$ cat src/pkg/rtc_pkg.sv
package rtc_pkg;
    // Special function register addresses.
    localparam logic [7:0] RTC_ADDR_CONFIG    = 8'ha1;
    localparam logic [7:0] RTC_ADDR_FRAC      = 8'ha2;
    localparam logic [7:0] RTC_ADDR_SEC       = 8'ha3;
    localparam logic [7:0] RTC_ADDR_MIN       = 8'ha4;
    localparam logic [7:0] RTC_ADDR_HOUR      = 8'ha5;
    localparam logic [7:0] RTC_ADDR_IVAL      = 8'ha6;
    localparam logic [7:0] RTC_ADDR_NOM_TRIM  = 8'hf6;
    localparam logic [7:0] RTC_ADDR_TEMP_TRIM = 8'hf7;
    localparam logic [7:0] RTC_ADDR_KEY       = 8'hc1;
    localparam logic [7:0] RTC_ADDR_INT_PIN   = 8'hff;

    // Configuration register field positions.
    localparam int RTC_CFG_MIDNIGHT = 7;
    localparam int RTC_CFG_DAY_MODE = 6;
    localparam int RTC_CFG_BASE_HI  = 5;
    localparam int RTC_CFG_BASE_LO  = 4;
    localparam int RTC_CFG_SINGLE   = 3;
    localparam int RTC_CFG_ALARM    = 2;
    localparam int RTC_CFG_TMR_EN   = 1;
    localparam int RTC_CFG_RSVD     = 0;

    // Reset values and constants.
    localparam logic [7:0] RTC_CFG_RESET    = 8'h01;
    localparam logic [7:0] RTC_KEY_UNLOCK   = 8'hea;
    localparam logic [7:0] RTC_FRAC_TOP     = 8'h7f;
    localparam logic [7:0] RTC_MIN_SEC_TOP  = 8'h3b;
    localparam logic [7:0] RTC_HOUR_TOP_24  = 8'h17;
    localparam logic [7:0] RTC_HOUR_TOP_256 = 8'hff;

    // Crystal edges per 1/128 second: 32768 Hz / 128.
    localparam int         RTC_XTAL_HZ      = 32768;
    localparam int         RTC_TICKS_PER_S  = 128;
    localparam logic [9:0] RTC_XTAL_PER_TICK = 10'(RTC_XTAL_HZ / RTC_TICKS_PER_S);

    // Interval timer time base codes.
    typedef enum logic [1:0] {
        RTC_BASE_FRAC = 2'h0,
        RTC_BASE_SEC  = 2'h1,
        RTC_BASE_MIN  = 2'h2,
        RTC_BASE_HOUR = 2'h3
    } rtc_base_t;
endpackage

$ cat src/rtc_core.sv
`timescale 1ns/1ps
module rtc_core
    import rtc_pkg::*;
(
    input  wire logic       clk,          // 50 MHz system clock.
    input  wire logic       rstn,         // Power-on reset, asynchronous, active low.
    input  wire logic       soft_rstn,    // Watchdog or pin reset, synchronous, active low.
    input  wire logic       xtal_clk,     // Crystal oscillator pin, 32.768 kHz.
    input  wire logic [7:0] sfr_addr,     // Register address.
    input  wire logic [7:0] sfr_wdata,    // Write data byte.
    input  wire logic       sfr_wr,       // Write strobe, one cycle.
    input  wire logic       sfr_rd,       // Read strobe, one cycle.
    output logic      [7:0] sfr_rdata,    // Read data, valid the cycle after sfr_rd.
    output logic      [7:0] int_pin_cfg,  // Interrupt pin configuration byte.
    output logic            alarm_flag,   // Interval alarm flag.
    output logic            midnight_flag,// Midnight flag.
    output logic            sleep_block   // High while sleep entry is refused.
);
    import rtc_pkg::*;

    ////////////////////////////////////////////////////////////////////////////////
    // Wrap-around increment shared by all time counters.
    function automatic logic [7:0] rtc_wrap_inc(input logic [7:0] v, input logic [7:0] top);
        rtc_wrap_inc = (v == top) ? 8'h00 : 8'(v + 8'h01);
    endfunction

    ////////////////////////////////////////////////////////////////////////////////
    // The crystal pin is foreign to clk, so it passes two flops before the edge detector.
    logic xs1_q, xs2_q, xs3_q;
    always_ff @(posedge clk or negedge rstn) begin
        if (!rstn) begin
            xs1_q <= 1'b0;
            xs2_q <= 1'b0;
            xs3_q <= 1'b0;
        end else begin
            xs1_q <= xtal_clk;
            xs2_q <= xs1_q;
            xs3_q <= xs2_q;
        end
    end
    logic xtal_edge;
    assign xtal_edge = xs2_q & ~xs3_q;

    ////////////////////////////////////////////////////////////////////////////////
    // State registers. Only rstn clears time, day mode and trims; soft reset leaves them.
    logic [7:0] cfg_q, cfg_d, frac_q, frac_d, sec_q, sec_d, min_q, min_d, hour_q, hour_d;
    logic [7:0] ivl_q, ivl_d, nom_q, nom_d, temp_q, temp_d, key_q, key_d;
    logic [7:0] pin_q, pin_d, itcnt_q, itcnt_d, rdata_d;
    logic [9:0] pre_q, pre_d;
    logic       done_q, done_d;

    // Tick chain and decode, combinational.
    logic       unlocked, tick128, sec_tick, min_tick, hour_tick, midnight_evt, base_tick;
    logic       wr_cfg, wr_frac, wr_sec, wr_min, wr_hour, wr_pin;
    logic [7:0] hour_top;
    logic [9:0] tick_len;
    logic signed [9:0] trim_sum;

    // Both trims add; the sum shortens or stretches the first tick of every second.
    assign trim_sum = 10'(signed'(nom_q)) + 10'(signed'(temp_q));
    assign tick_len = (frac_q == 8'h00) ? 10'(RTC_XTAL_PER_TICK - trim_sum) : RTC_XTAL_PER_TICK;
    // Counting depends on no power mode input, so it never stops in low power states.
    assign tick128  = xtal_edge && (pre_q >= 10'(tick_len - 10'd1));
    assign sec_tick = tick128 && (frac_q == RTC_FRAC_TOP);
    assign min_tick = sec_tick && (sec_q == RTC_MIN_SEC_TOP);
    assign hour_tick = min_tick && (min_q == RTC_MIN_SEC_TOP);
    assign hour_top = cfg_q[RTC_CFG_DAY_MODE] ? RTC_HOUR_TOP_24 : RTC_HOUR_TOP_256;
    assign midnight_evt = hour_tick && (hour_q == hour_top);

    // Protected writes go through only with the key in place; whole bytes only.
    assign unlocked = (key_q == RTC_KEY_UNLOCK);
    assign wr_cfg   = sfr_wr && (sfr_addr == RTC_ADDR_CONFIG);
    assign wr_frac  = sfr_wr && unlocked && (sfr_addr == RTC_ADDR_FRAC);
    assign wr_sec   = sfr_wr && unlocked && (sfr_addr == RTC_ADDR_SEC);
    assign wr_min   = sfr_wr && unlocked && (sfr_addr == RTC_ADDR_MIN);
    assign wr_hour  = sfr_wr && unlocked && (sfr_addr == RTC_ADDR_HOUR);
    assign wr_pin   = sfr_wr && unlocked && (sfr_addr == RTC_ADDR_INT_PIN);

    // Interval timer tick source.
    always_comb begin
        unique case (rtc_base_t'(cfg_q[RTC_CFG_BASE_HI:RTC_CFG_BASE_LO]))
            RTC_BASE_FRAC: base_tick = tick128;
            RTC_BASE_SEC:  base_tick = sec_tick;
            RTC_BASE_MIN:  base_tick = min_tick;
            RTC_BASE_HOUR: base_tick = hour_tick;
        endcase
    end

    ////////////////////////////////////////////////////////////////////////////////
    // Next-state logic. A software write to a counter beats a carry in the same cycle.
    always_comb begin
        pre_d    = tick128 ? 10'd0 : (xtal_edge ? 10'(pre_q + 10'd1) : pre_q);
        frac_d   = tick128 ? rtc_wrap_inc(frac_q, RTC_FRAC_TOP) : frac_q;
        sec_d    = sec_tick ? rtc_wrap_inc(sec_q, RTC_MIN_SEC_TOP) : sec_q;
        min_d    = min_tick ? rtc_wrap_inc(min_q, RTC_MIN_SEC_TOP) : min_q;
        hour_d   = hour_tick ? rtc_wrap_inc(hour_q, hour_top) : hour_q;
        if (wr_frac) frac_d = sfr_wdata;
        if (wr_sec)  sec_d  = sfr_wdata;
        if (wr_min)  min_d  = sfr_wdata;
        if (wr_hour) hour_d = sfr_wdata;
        pin_d    = wr_pin ? sfr_wdata : pin_q;
        key_d    = (sfr_wr && sfr_addr == RTC_ADDR_KEY) ? sfr_wdata : key_q;
        ivl_d    = (sfr_wr && sfr_addr == RTC_ADDR_IVAL) ? sfr_wdata : ivl_q;
        nom_d    = (sfr_wr && sfr_addr == RTC_ADDR_NOM_TRIM) ? sfr_wdata : nom_q;
        temp_d   = (sfr_wr && sfr_addr == RTC_ADDR_TEMP_TRIM) ? sfr_wdata : temp_q;
        cfg_d    = cfg_q;
        if (wr_cfg) begin
            // Software can only clear the flags; writing a one keeps them.
            cfg_d = sfr_wdata;
            cfg_d[RTC_CFG_MIDNIGHT] = cfg_q[RTC_CFG_MIDNIGHT] & sfr_wdata[RTC_CFG_MIDNIGHT];
            cfg_d[RTC_CFG_ALARM]    = cfg_q[RTC_CFG_ALARM] & sfr_wdata[RTC_CFG_ALARM];
        end
        // Interval timer: held at zero while disabled, stops after one interval if single.
        itcnt_d = itcnt_q;
        done_d  = done_q;
        if (!cfg_q[RTC_CFG_TMR_EN]) begin
            itcnt_d = 8'h00;
            done_d  = 1'b0;
        end else if (base_tick && !done_q) begin
            if (8'(itcnt_q + 8'h01) >= ivl_q) begin
                itcnt_d = 8'h00;
                done_d  = cfg_q[RTC_CFG_SINGLE];
                cfg_d[RTC_CFG_ALARM] = 1'b1;
            end else begin
                itcnt_d = 8'(itcnt_q + 8'h01);
            end
        end
        // Set wins over a software clear arriving in the same cycle; a soft reset in that cycle still clears it.
        if (midnight_evt) cfg_d[RTC_CFG_MIDNIGHT] = 1'b1;
        // Watchdog or pin reset: the day mode bit, time counters and trims are kept; the interval counter clears.
        if (!soft_rstn) begin
            cfg_d   = {RTC_CFG_RESET[7], cfg_q[RTC_CFG_DAY_MODE], RTC_CFG_RESET[5:0]};
            key_d   = 8'h00;
            itcnt_d = 8'h00;
            done_d  = 1'b0;
        end
        unique case (sfr_addr)
            RTC_ADDR_CONFIG:    rdata_d = cfg_q;
            RTC_ADDR_FRAC:      rdata_d = frac_q;
            RTC_ADDR_SEC:       rdata_d = sec_q;
            RTC_ADDR_MIN:       rdata_d = min_q;
            RTC_ADDR_HOUR:      rdata_d = hour_q;
            RTC_ADDR_IVAL:      rdata_d = ivl_q;
            RTC_ADDR_NOM_TRIM:  rdata_d = nom_q;
            RTC_ADDR_TEMP_TRIM: rdata_d = temp_q;
            RTC_ADDR_KEY:       rdata_d = key_q;
            RTC_ADDR_INT_PIN:   rdata_d = pin_q;
            default:            rdata_d = 8'h00;
        endcase
        if (!sfr_rd) rdata_d = sfr_rdata;
    end

    ////////////////////////////////////////////////////////////////////////////////
    // Registers. Only the power-on reset reaches the time counters.
    always_ff @(posedge clk or negedge rstn) begin
        if (!rstn) begin
            pre_q <= 10'd0;
            frac_q <= 8'h00;
            sec_q <= 8'h00;
            min_q <= 8'h00;
            hour_q <= 8'h00;
            cfg_q <= RTC_CFG_RESET;
            key_q <= 8'h00;
            ivl_q <= 8'h00;
            nom_q <= 8'h00;
            temp_q <= 8'h00;
            pin_q <= 8'h00;
            itcnt_q <= 8'h00;
            done_q <= 1'b0;
            sfr_rdata <= 8'h00;
            int_pin_cfg <= 8'h00;
            alarm_flag <= 1'b0;
            midnight_flag <= 1'b0;
            sleep_block <= 1'b0;
        end else begin
            pre_q <= pre_d;
            frac_q <= frac_d;
            sec_q <= sec_d;
            min_q <= min_d;
            hour_q <= hour_d;
            cfg_q <= cfg_d;
            key_q <= key_d;
            ivl_q <= ivl_d;
            nom_q <= nom_d;
            temp_q <= temp_d;
            pin_q <= pin_d;
            itcnt_q <= itcnt_d;
            done_q <= done_d;
            sfr_rdata <= rdata_d;
            int_pin_cfg <= pin_d;
            alarm_flag <= cfg_d[RTC_CFG_ALARM];
            midnight_flag <= cfg_d[RTC_CFG_MIDNIGHT];
            sleep_block <= cfg_d[RTC_CFG_MIDNIGHT];
        end
    end

    ////////////////////////////////////////////////////////////////////////////////
    // Checks on the protection, counter chain and flags.
    a_locked_sec_write: assert property (@(posedge clk) disable iff (!rstn)
        (sfr_wr && sfr_addr == RTC_ADDR_SEC && !unlocked && !sec_tick) |=> (sec_q == $past(sec_q)))
        else $error("locked seconds write changed the counter");
    a_unlocked_hour_write: assert property (@(posedge clk) disable iff (!rstn)
        (sfr_wr && sfr_addr == RTC_ADDR_HOUR && unlocked) |=> (hour_q == $past(sfr_wdata)))
        else $error("unlocked hours write not taken");
    a_frac_wrap_carry: assert property (@(posedge clk) disable iff (!rstn)
        (sec_tick && !sfr_wr && sec_q != RTC_MIN_SEC_TOP) |=> (frac_q == 8'h00 && sec_q == $past(sec_q) + 8'h01))
        else $error("fraction wrap did not carry into seconds");
    a_sec_min_wrap: assert property (@(posedge clk) disable iff (!rstn)
        (min_tick && !sfr_wr) |=> (sec_q == 8'h00 && (min_q == $past(min_q) + 8'h01 || min_q == 8'h00)))
        else $error("seconds wrap did not carry into minutes");
    a_hour_day_wrap: assert property (@(posedge clk) disable iff (!rstn)
        (hour_tick && !sfr_wr && cfg_q[RTC_CFG_DAY_MODE] && hour_q == 8'h17) |=> (hour_q == 8'h00))
        else $error("24-hour mode did not wrap at 23");
    a_hour_long_wrap: assert property (@(posedge clk) disable iff (!rstn)
        (hour_tick && !sfr_wr && !cfg_q[RTC_CFG_DAY_MODE] && hour_q == 8'h17) |=> (hour_q == 8'h18))
        else $error("256-hour mode wrapped early");
    a_midnight_sleep: assert property (@(posedge clk) disable iff (!rstn || !soft_rstn)
        midnight_evt ##1 !wr_cfg |-> (midnight_flag && sleep_block) [*2])
        else $error("midnight did not set flag and block sleep");
    a_timer_held: assert property (@(posedge clk) disable iff (!rstn)
        !cfg_q[RTC_CFG_TMR_EN] |=> (itcnt_q == 8'h00 && !done_q))
        else $error("disabled interval timer not held");
    a_soft_keeps_time: assert property (@(posedge clk) disable iff (!rstn)
        (!soft_rstn && !tick128 && !sfr_wr) |=>
            (hour_q == $past(hour_q) && cfg_q[RTC_CFG_DAY_MODE] == $past(cfg_q[RTC_CFG_DAY_MODE])))
        else $error("soft reset disturbed retained state");
endmodule

$ cat config.mk
export PLATFORM = sky130hd
export DESIGN_NAME = rtc_core
export DESIGN_NICKNAME = d
export VERILOG_FILES = /design/src/pkg/rtc_pkg.sv /design/src/rtc_core.sv
export SDC_FILE = /design/constraint.sdc
export NUM_CORES = 1
export LEC_CHECK = 0
export BUFFER_PORTS_ARGS = -buffer_cell sky130_fd_sc_hd__buf_2
export CELL_PAD_IN_SITES_DETAIL_PLACEMENT = 0
export CELL_PAD_IN_SITES_GLOBAL_PLACEMENT = 2
export CORE_MARGIN = 5
export CORE_UTILIZATION = 44
export CTS_BUF_LIST = sky130_fd_sc_hd__clkbuf_8
export DETAILED_ROUTE_END_ITERATION = 16
export PLACE_DENSITY = 0.88
export SYNTH_ARGS = -nofsm -noshare
export SYNTH_HDL_FRONTEND = slang
export SYNTH_SLANG_ARGS = --single-unit
$ cat constraint.sdc
create_clock -name clk -period 9.9 [get_ports clk]
set_input_delay 0.495 -clock clk [delete_from_list [all_inputs] [get_ports clk]]
set_output_delay 0.495 -clock clk [all_outputs]
set_load 0.02 [all_outputs]
Word level (Yosys, flattened, before mapping) --
Cells that the tools add are included. Widths: inputs -> output; s select.
Operators by class: $add $sub $neg 9, $lt $le $gt $ge 2, equal/unequal tests 22, mux-type cells 34, bitwise gates (word level) 4, reductions and logical operators 27
Operators with widths (count):
- $mux 8 | 21
- $eq 8x8->1 const B | 11
- $pmux 8 s10 | 1
- $add 8x1->8 const B | 5
- $mux 10 | 3
- $logic_and 1x1->1 | 17
- $eq 8x6->1 const B | 2
- $add 10x1->10 const B | 1
- $ge 10x10->1 | 1
- $reduce_bool 2->1 | 5
- $sub 10x1->10 const B | 1
- $sub 9x10->10 const A | 1
- $add 8x8->9 | 1
- $eq 8x7->1 const B | 1
- $eq 8x8->1 | 1
- $ge 8x8->1 | 1
- $logic_not 8->1 | 1
- $mux 1 | 8
- $ne 3x2->1 const B | 2
- $eq 2x2->1 const B | 2
- $ne 2x1->1 const B | 2
- $pmux 1 s4 | 1
- $reduce_and 2->1 | 2
- $and 1x1->1 | 3
- other kinds (4) | 4
Storage, ports and cells: register bits 112, output and inout port bits 19

Longest topological paths before layout --
depth in word-level cells 14, gate-level depth with buffers 21, gate-level depth less buffers 19

Worst setup path before layout --
Ideal clock, no wire load.
kind register to register, start point register nom_q[0], end point register min_q[2], library setup time 0.132 ns, data arrival time 4.343 ns, required time 9.768 ns, path slack 5.425 ns, cell stages (with the launch flop) 20, clock period less this slack 4.475 ns, path through dfrtp_1 > ha_1 > fa_1 > a211o_1 > o21ai_2 > xnor2_2 > or3_4 > or3_4 > xnor2_2 > a311o_1 > nand3_1 > ha_1 > nand4_1 > or2_2 > o22ai_1 > buf_2 > clkbuf_1 > nand3_1 > a21oi_1 > a21oi_1
On the way: cells in the longest elaborated chain, start to end 9
RTL lines:
- start, declared | line rtc_core.sv:47 | logic [7:0] ivl_q, ivl_d, nom_q, nom_d, temp_q, temp_d, key_q, key_d;
- start signal, assigned | line rtc_core.sv:184 | nom_q <= nom_d;
- $add 8x8->9 | line rtc_core.sv:60 | assign trim_sum = 10'(signed'(nom_q)) + 10'(signed'(temp_q));
- $sub 9x10->10 | line rtc_core.sv:61 | assign tick_len = (frac_q == 8'h00) ? 10'(RTC_XTAL_PER_TICK - trim_sum) : RTC_XTAL_PER_TICK;
- $mux 10 | line rtc_core.sv:61
- $sub 10x1->10 | line rtc_core.sv:63 | assign tick128 = xtal_edge && (pre_q >= 10'(tick_len - 10'd1));
- $ge 10x10->1 | line rtc_core.sv:63
- $logic_and 1x1->1 | line rtc_core.sv:63
- $logic_and 1x1->1 | line rtc_core.sv:64 | assign sec_tick = tick128 && (frac_q == RTC_FRAC_TOP);
- $logic_and 1x1->1 | line rtc_core.sv:65 | assign min_tick = sec_tick && (sec_q == RTC_MIN_SEC_TOP);
- $reduce_bool 2->1 (no line)
- end signal, assigned | line rtc_core.sv:179 | min_q <= min_d;
- end, declared | line rtc_core.sv:46 | logic [7:0] cfg_q, cfg_d, frac_q, frac_d, sec_q, sec_d, min_q, min_d, hour_q, hour_d;
Every way passes these cells. A chain may end at the register's enable or synchronous reset.

Final worst setup path --
start point register nom_q[0], end point register min_q[5]
The elaborated chain is that of the path after synthesis.

==> summary.txt <==
Detailed routing
  – Post-DRT Antenna Nets: 0
  – Drt first pass iters: 5
  – Post-route DRC violation count: 0
  – Via count of the routed design: 6,100
  – Final wirelength: approximately 21 mm
  – Routed len/inst: between 20 and 25 um
  – Avg Vias per Cell: 5.92
  – Initial DRC count: between 400 and 500

Placement
  – DP HPWL: 15.2 mm
  – PortBufs: 40
  – # placed instances: 1,016
  – Placer Congestion: 0.875

Power
  – Combinational cell fraction of total power: 16.4%
  – Int Pwr: 635 uW
  – Total power: 905 uW
  – Worst vdd ir: approximately 0.000057 V
  – Sequential share of power: 52.8%
  – Clock power frac: between 30% and 40%
  – Ratio of total power to cell area: 116 nW/um2
  – Sw frac: 29.9%
  – Sw Pwr: about 270 uW
  – Static Leak: 3.45 nW

Setup path
  – FF-to-FF End: min_q[5]$_DFFE_PN0P_
  – Worst path top cell family by delay: compound AO/OA/AOI/OAI gates
  – Critical path capture point type: flop
  – R2R depth: 18
  – CP Data Required Time: approximately 10 ns
  – Critical path fanouts, max: 22
  – Critical path class: reg2reg
  – Reg-to-reg slack, setup: 4.65 ns
  – WP buf/inv: 0
  – Reg2reg start: nom_q[0]$_DFFE_PN0P_
  – Arr. time, crit path: 5.51 ns
  – Max incr delay on CP: 0.88 ns
  – Worst path cell trace: ha_1 -> fa_1 -> a211o_1 -> o21ai_2 -> xnor2_2 -> or3_4 -> or3_4 -> xnor2_2 -> xor2_1 -> nor2_1 -> ha_1 -> a21o_1 -> a21o_1 -> a21oi_1 -> o22a_1 -> nor2_1 -> a22oi_1 -> a21oi_1
  – Startpoint Class: flop
  – Crit-path slowest cell: o22a_1

Synth
  – Commonest cells post-synth: dfrtp_1 (109), nor2_1 (73), nand2_1 (68), mux2_2 (45), nand3_1 (43)
  – Ys async rst share: 100%
  – Syn Nets: between 800 and 900
  – Yosys top cell by area: dfrtp_1
  – Synth Warn #: 0
  – Synth cell types: between 70 and 80
  – Post-Syn Area per Cell: 9.18 um2
  – Predominant post-synthesis flop cell: dfrtp_1
  – Top cells by area, synth: dfrtp_1 (38%), mux2_2 (7.0%), ha_1 (6.0%)
  – Number of enable flip-flop cells after synthesis: 0
  – #FFs+latches synth: 110
  – Post-Synthesis Cells: roughly 790
  – Count leader, synth: dfrtp_1
  – Area share of the largest cell type after synthesis: 37.7%
  – Synthesized area: between 7000 and 8000 um2
  – Register area share after synthesis: 38.0%

Die
  – I/O pin count: 41
  – Die Span X: between 100 and 150 um
  – Core area: 16,300 um2
  – Initial Util: 44.3%
  – Die Span Y: roughly 140 um
  – DIE AREA: 19,100 um2
  – Site Rows: 47

STA
  – Tcrit/Tclk final: a little over half
  – Worst slew margin: between 30% and 40%
  – Endpoints failing hold: 0
  – WHS: 0.131 ns
  – Skew final: 0.0159 ns
  – RSZ-0062 raised after global routing: false
  – Fmax: 0.190 GHz
  – Setup TNS Final: 0 ns
  – Min Clock Period, post-route: between 5 and 6 ns
  – Endpoints failing setup: 0
  – Slew Viols, Final: 0
  – Worst-Margin Slew: between 1 and 1.5 ns

Clocking
  – Root Buffer: clkbuf_8
  – Post-CTS setup buffer count: 0
  – Post-cts sizing count: 0
  – Skew-Pair Late Insertion Delay: 0.39 ns
  – H-tree Lvls: 3
  – CTS tree: built
  – TritonCTS buffer count: 9
  – Hold Buf Count CTS: 0
  – Worst-path clk slew: 0.11 ns
  – Sink Count: 110
  – CTS max path bufs: 2

Hold path
  – HP Class: in2async

Layout
  – Layout Nets: 865
  – Antenna diode count: 0
  – Area growth, synth to finish: 7.53%
  – Final core occ: 47.7%
  – Layout Cells excl Fill: 1,031
  – Layout cell share with drive strength beyond 1: ~15%

GRT
  – Initial antenna violation count: 0
  – Vias in the first global route: approximately 6,300
  – Pin count of the biggest net entering global routing: approximately 60
  – Global-route wire length before repair: 33.7 mm
  – Grt total ovfl: 0
  – Total track usage: 21.8%

Run status
  – Run status: completed

Job
  – Max cap viols: 0
worst max-delay path by stage:
stage	startpoint	end	slack [ns]	depth (start not counted)
floorplan	nom_q[0]$_DFFE_PN0P_	min_q[2]$_DFFE_PN0P_	5.42	19
global placement	nom_q[0]$_DFFE_PN0P_	min_q[5]$_DFFE_PN0P_	4.85	18
detailed placement	nom_q[0]$_DFFE_PN0P_	min_q[5]$_DFFE_PN0P_	4.71	18
CTS	nom_q[0]$_DFFE_PN0P_	min_q[5]$_DFFE_PN0P_	4.67	18
global route	nom_q[0]$_DFFE_PN0P_	hour_q[3]$_DFFE_PN0P_	4.28	19
finish	nom_q[0]$_DFFE_PN0P_	min_q[5]$_DFFE_PN0P_	4.65	18
power groups by stage:
stage,combinational [mW],sequential [mW],clock [mW]
2_1_floorplan,0.108,0.481,0
3_3_place_gp,0.146,0.486,0
3_5_place_dp,0.148,0.487,0
4_1_cts,0.150,0.478,0.284
5_1_grt,0.168,0.481,0.301
6_report,0.148,0.478,0.279
cell families (layout without fill, tap and decap cells):
group | after synthesis | in the layout | synth area share [%]
fa+ha+maj | 36 | 36 | 6.32
compound gates | 175 | 175 | 15.8
mux | 64 | 64 | 9.62
buf+inv | 61 | 83 | 3.32
simple gates | 303 | 303 | 21.8
xor+xnor | 40 | 40 | 5.04
flops | 110 | 110 | 38.0
flip-flops by register name, indices dropped and copies added (netlist names):
| register | flops |
|---|---|
| itcnt_q | 8 |
| done_q | 1 |
| hour_q | 8 |
| xs2_q | 1 |
| ivl_q | 8 |
| xs1_q | 1 |
| pin_q | 8 |
| key_q | 8 |
| temp_q | 8 |
| sfr_rdata | 8 |
| cfg_q | 8 |
| xs3_q | 1 |
| min_q | 8 |
| pre_q | 10 |
| frac_q | 8 |
| nom_q | 8 |
| sec_q | 8 |
metrics by stage:
stage	instance area, um2	worst slack (ns)
after floorplan	7240	5.42
after global placement	7600	4.85
after detailed placement	7600	4.71
after CTS	7790	4.67
after global routing	7790	4.28
final	7790	4.65
layout make-up:
type                       count  area, um2
tap                          220        275
clock inverter                 6       65.1
fill                        1638       8560
inverter                      26       97.6
timing repair buffer          42        218
multi-input combinational    618       4260
sequential                   110       2750
clock buffer                   9        124
layout by cell type, fill, tap and decap left out, types with 4 or more instances in the layout:
cell type / instances
a21boi_0: 9
nor2b_1: 17
clkbuf_8: 9
o21ai_1: 7
mux2_2: 45
a31oi_1: 8
or3_1: 9
nand3_1: 43
o31ai_1: 7
nor2_1: 73
nor4_1: 10
buf_2: 39
o21ai_0: 27
a21oi_1: 40
nand4_1: 11
nor3_1: 14
and3_1: 16
nand2b_1: 6
xor2_1: 24
a22oi_1: 14
o22ai_1: 15
dfrtp_1: 109
mux2i_1: 19
a21o_1: 8
xnor2_1: 14
nand4b_1: 4
and2_1: 5
a211oi_1: 4
o21a_1: 5
nand2_1: 68
inv_1: 27
ha_1: 35
layer usage:
metal | part of all wire, % | global-route usage, % | vias to the layer above
li1 | - | - | 2905
met1 | 44 | 28.0 | 3011
met2 | 49 | 37.1 | 145
met3 | 3.3 | 2.90 | 39
met4 | 3.3 | 8.94 | 0
met5 | 0 | 0 | -
Power figures use the tool's default switching activity.
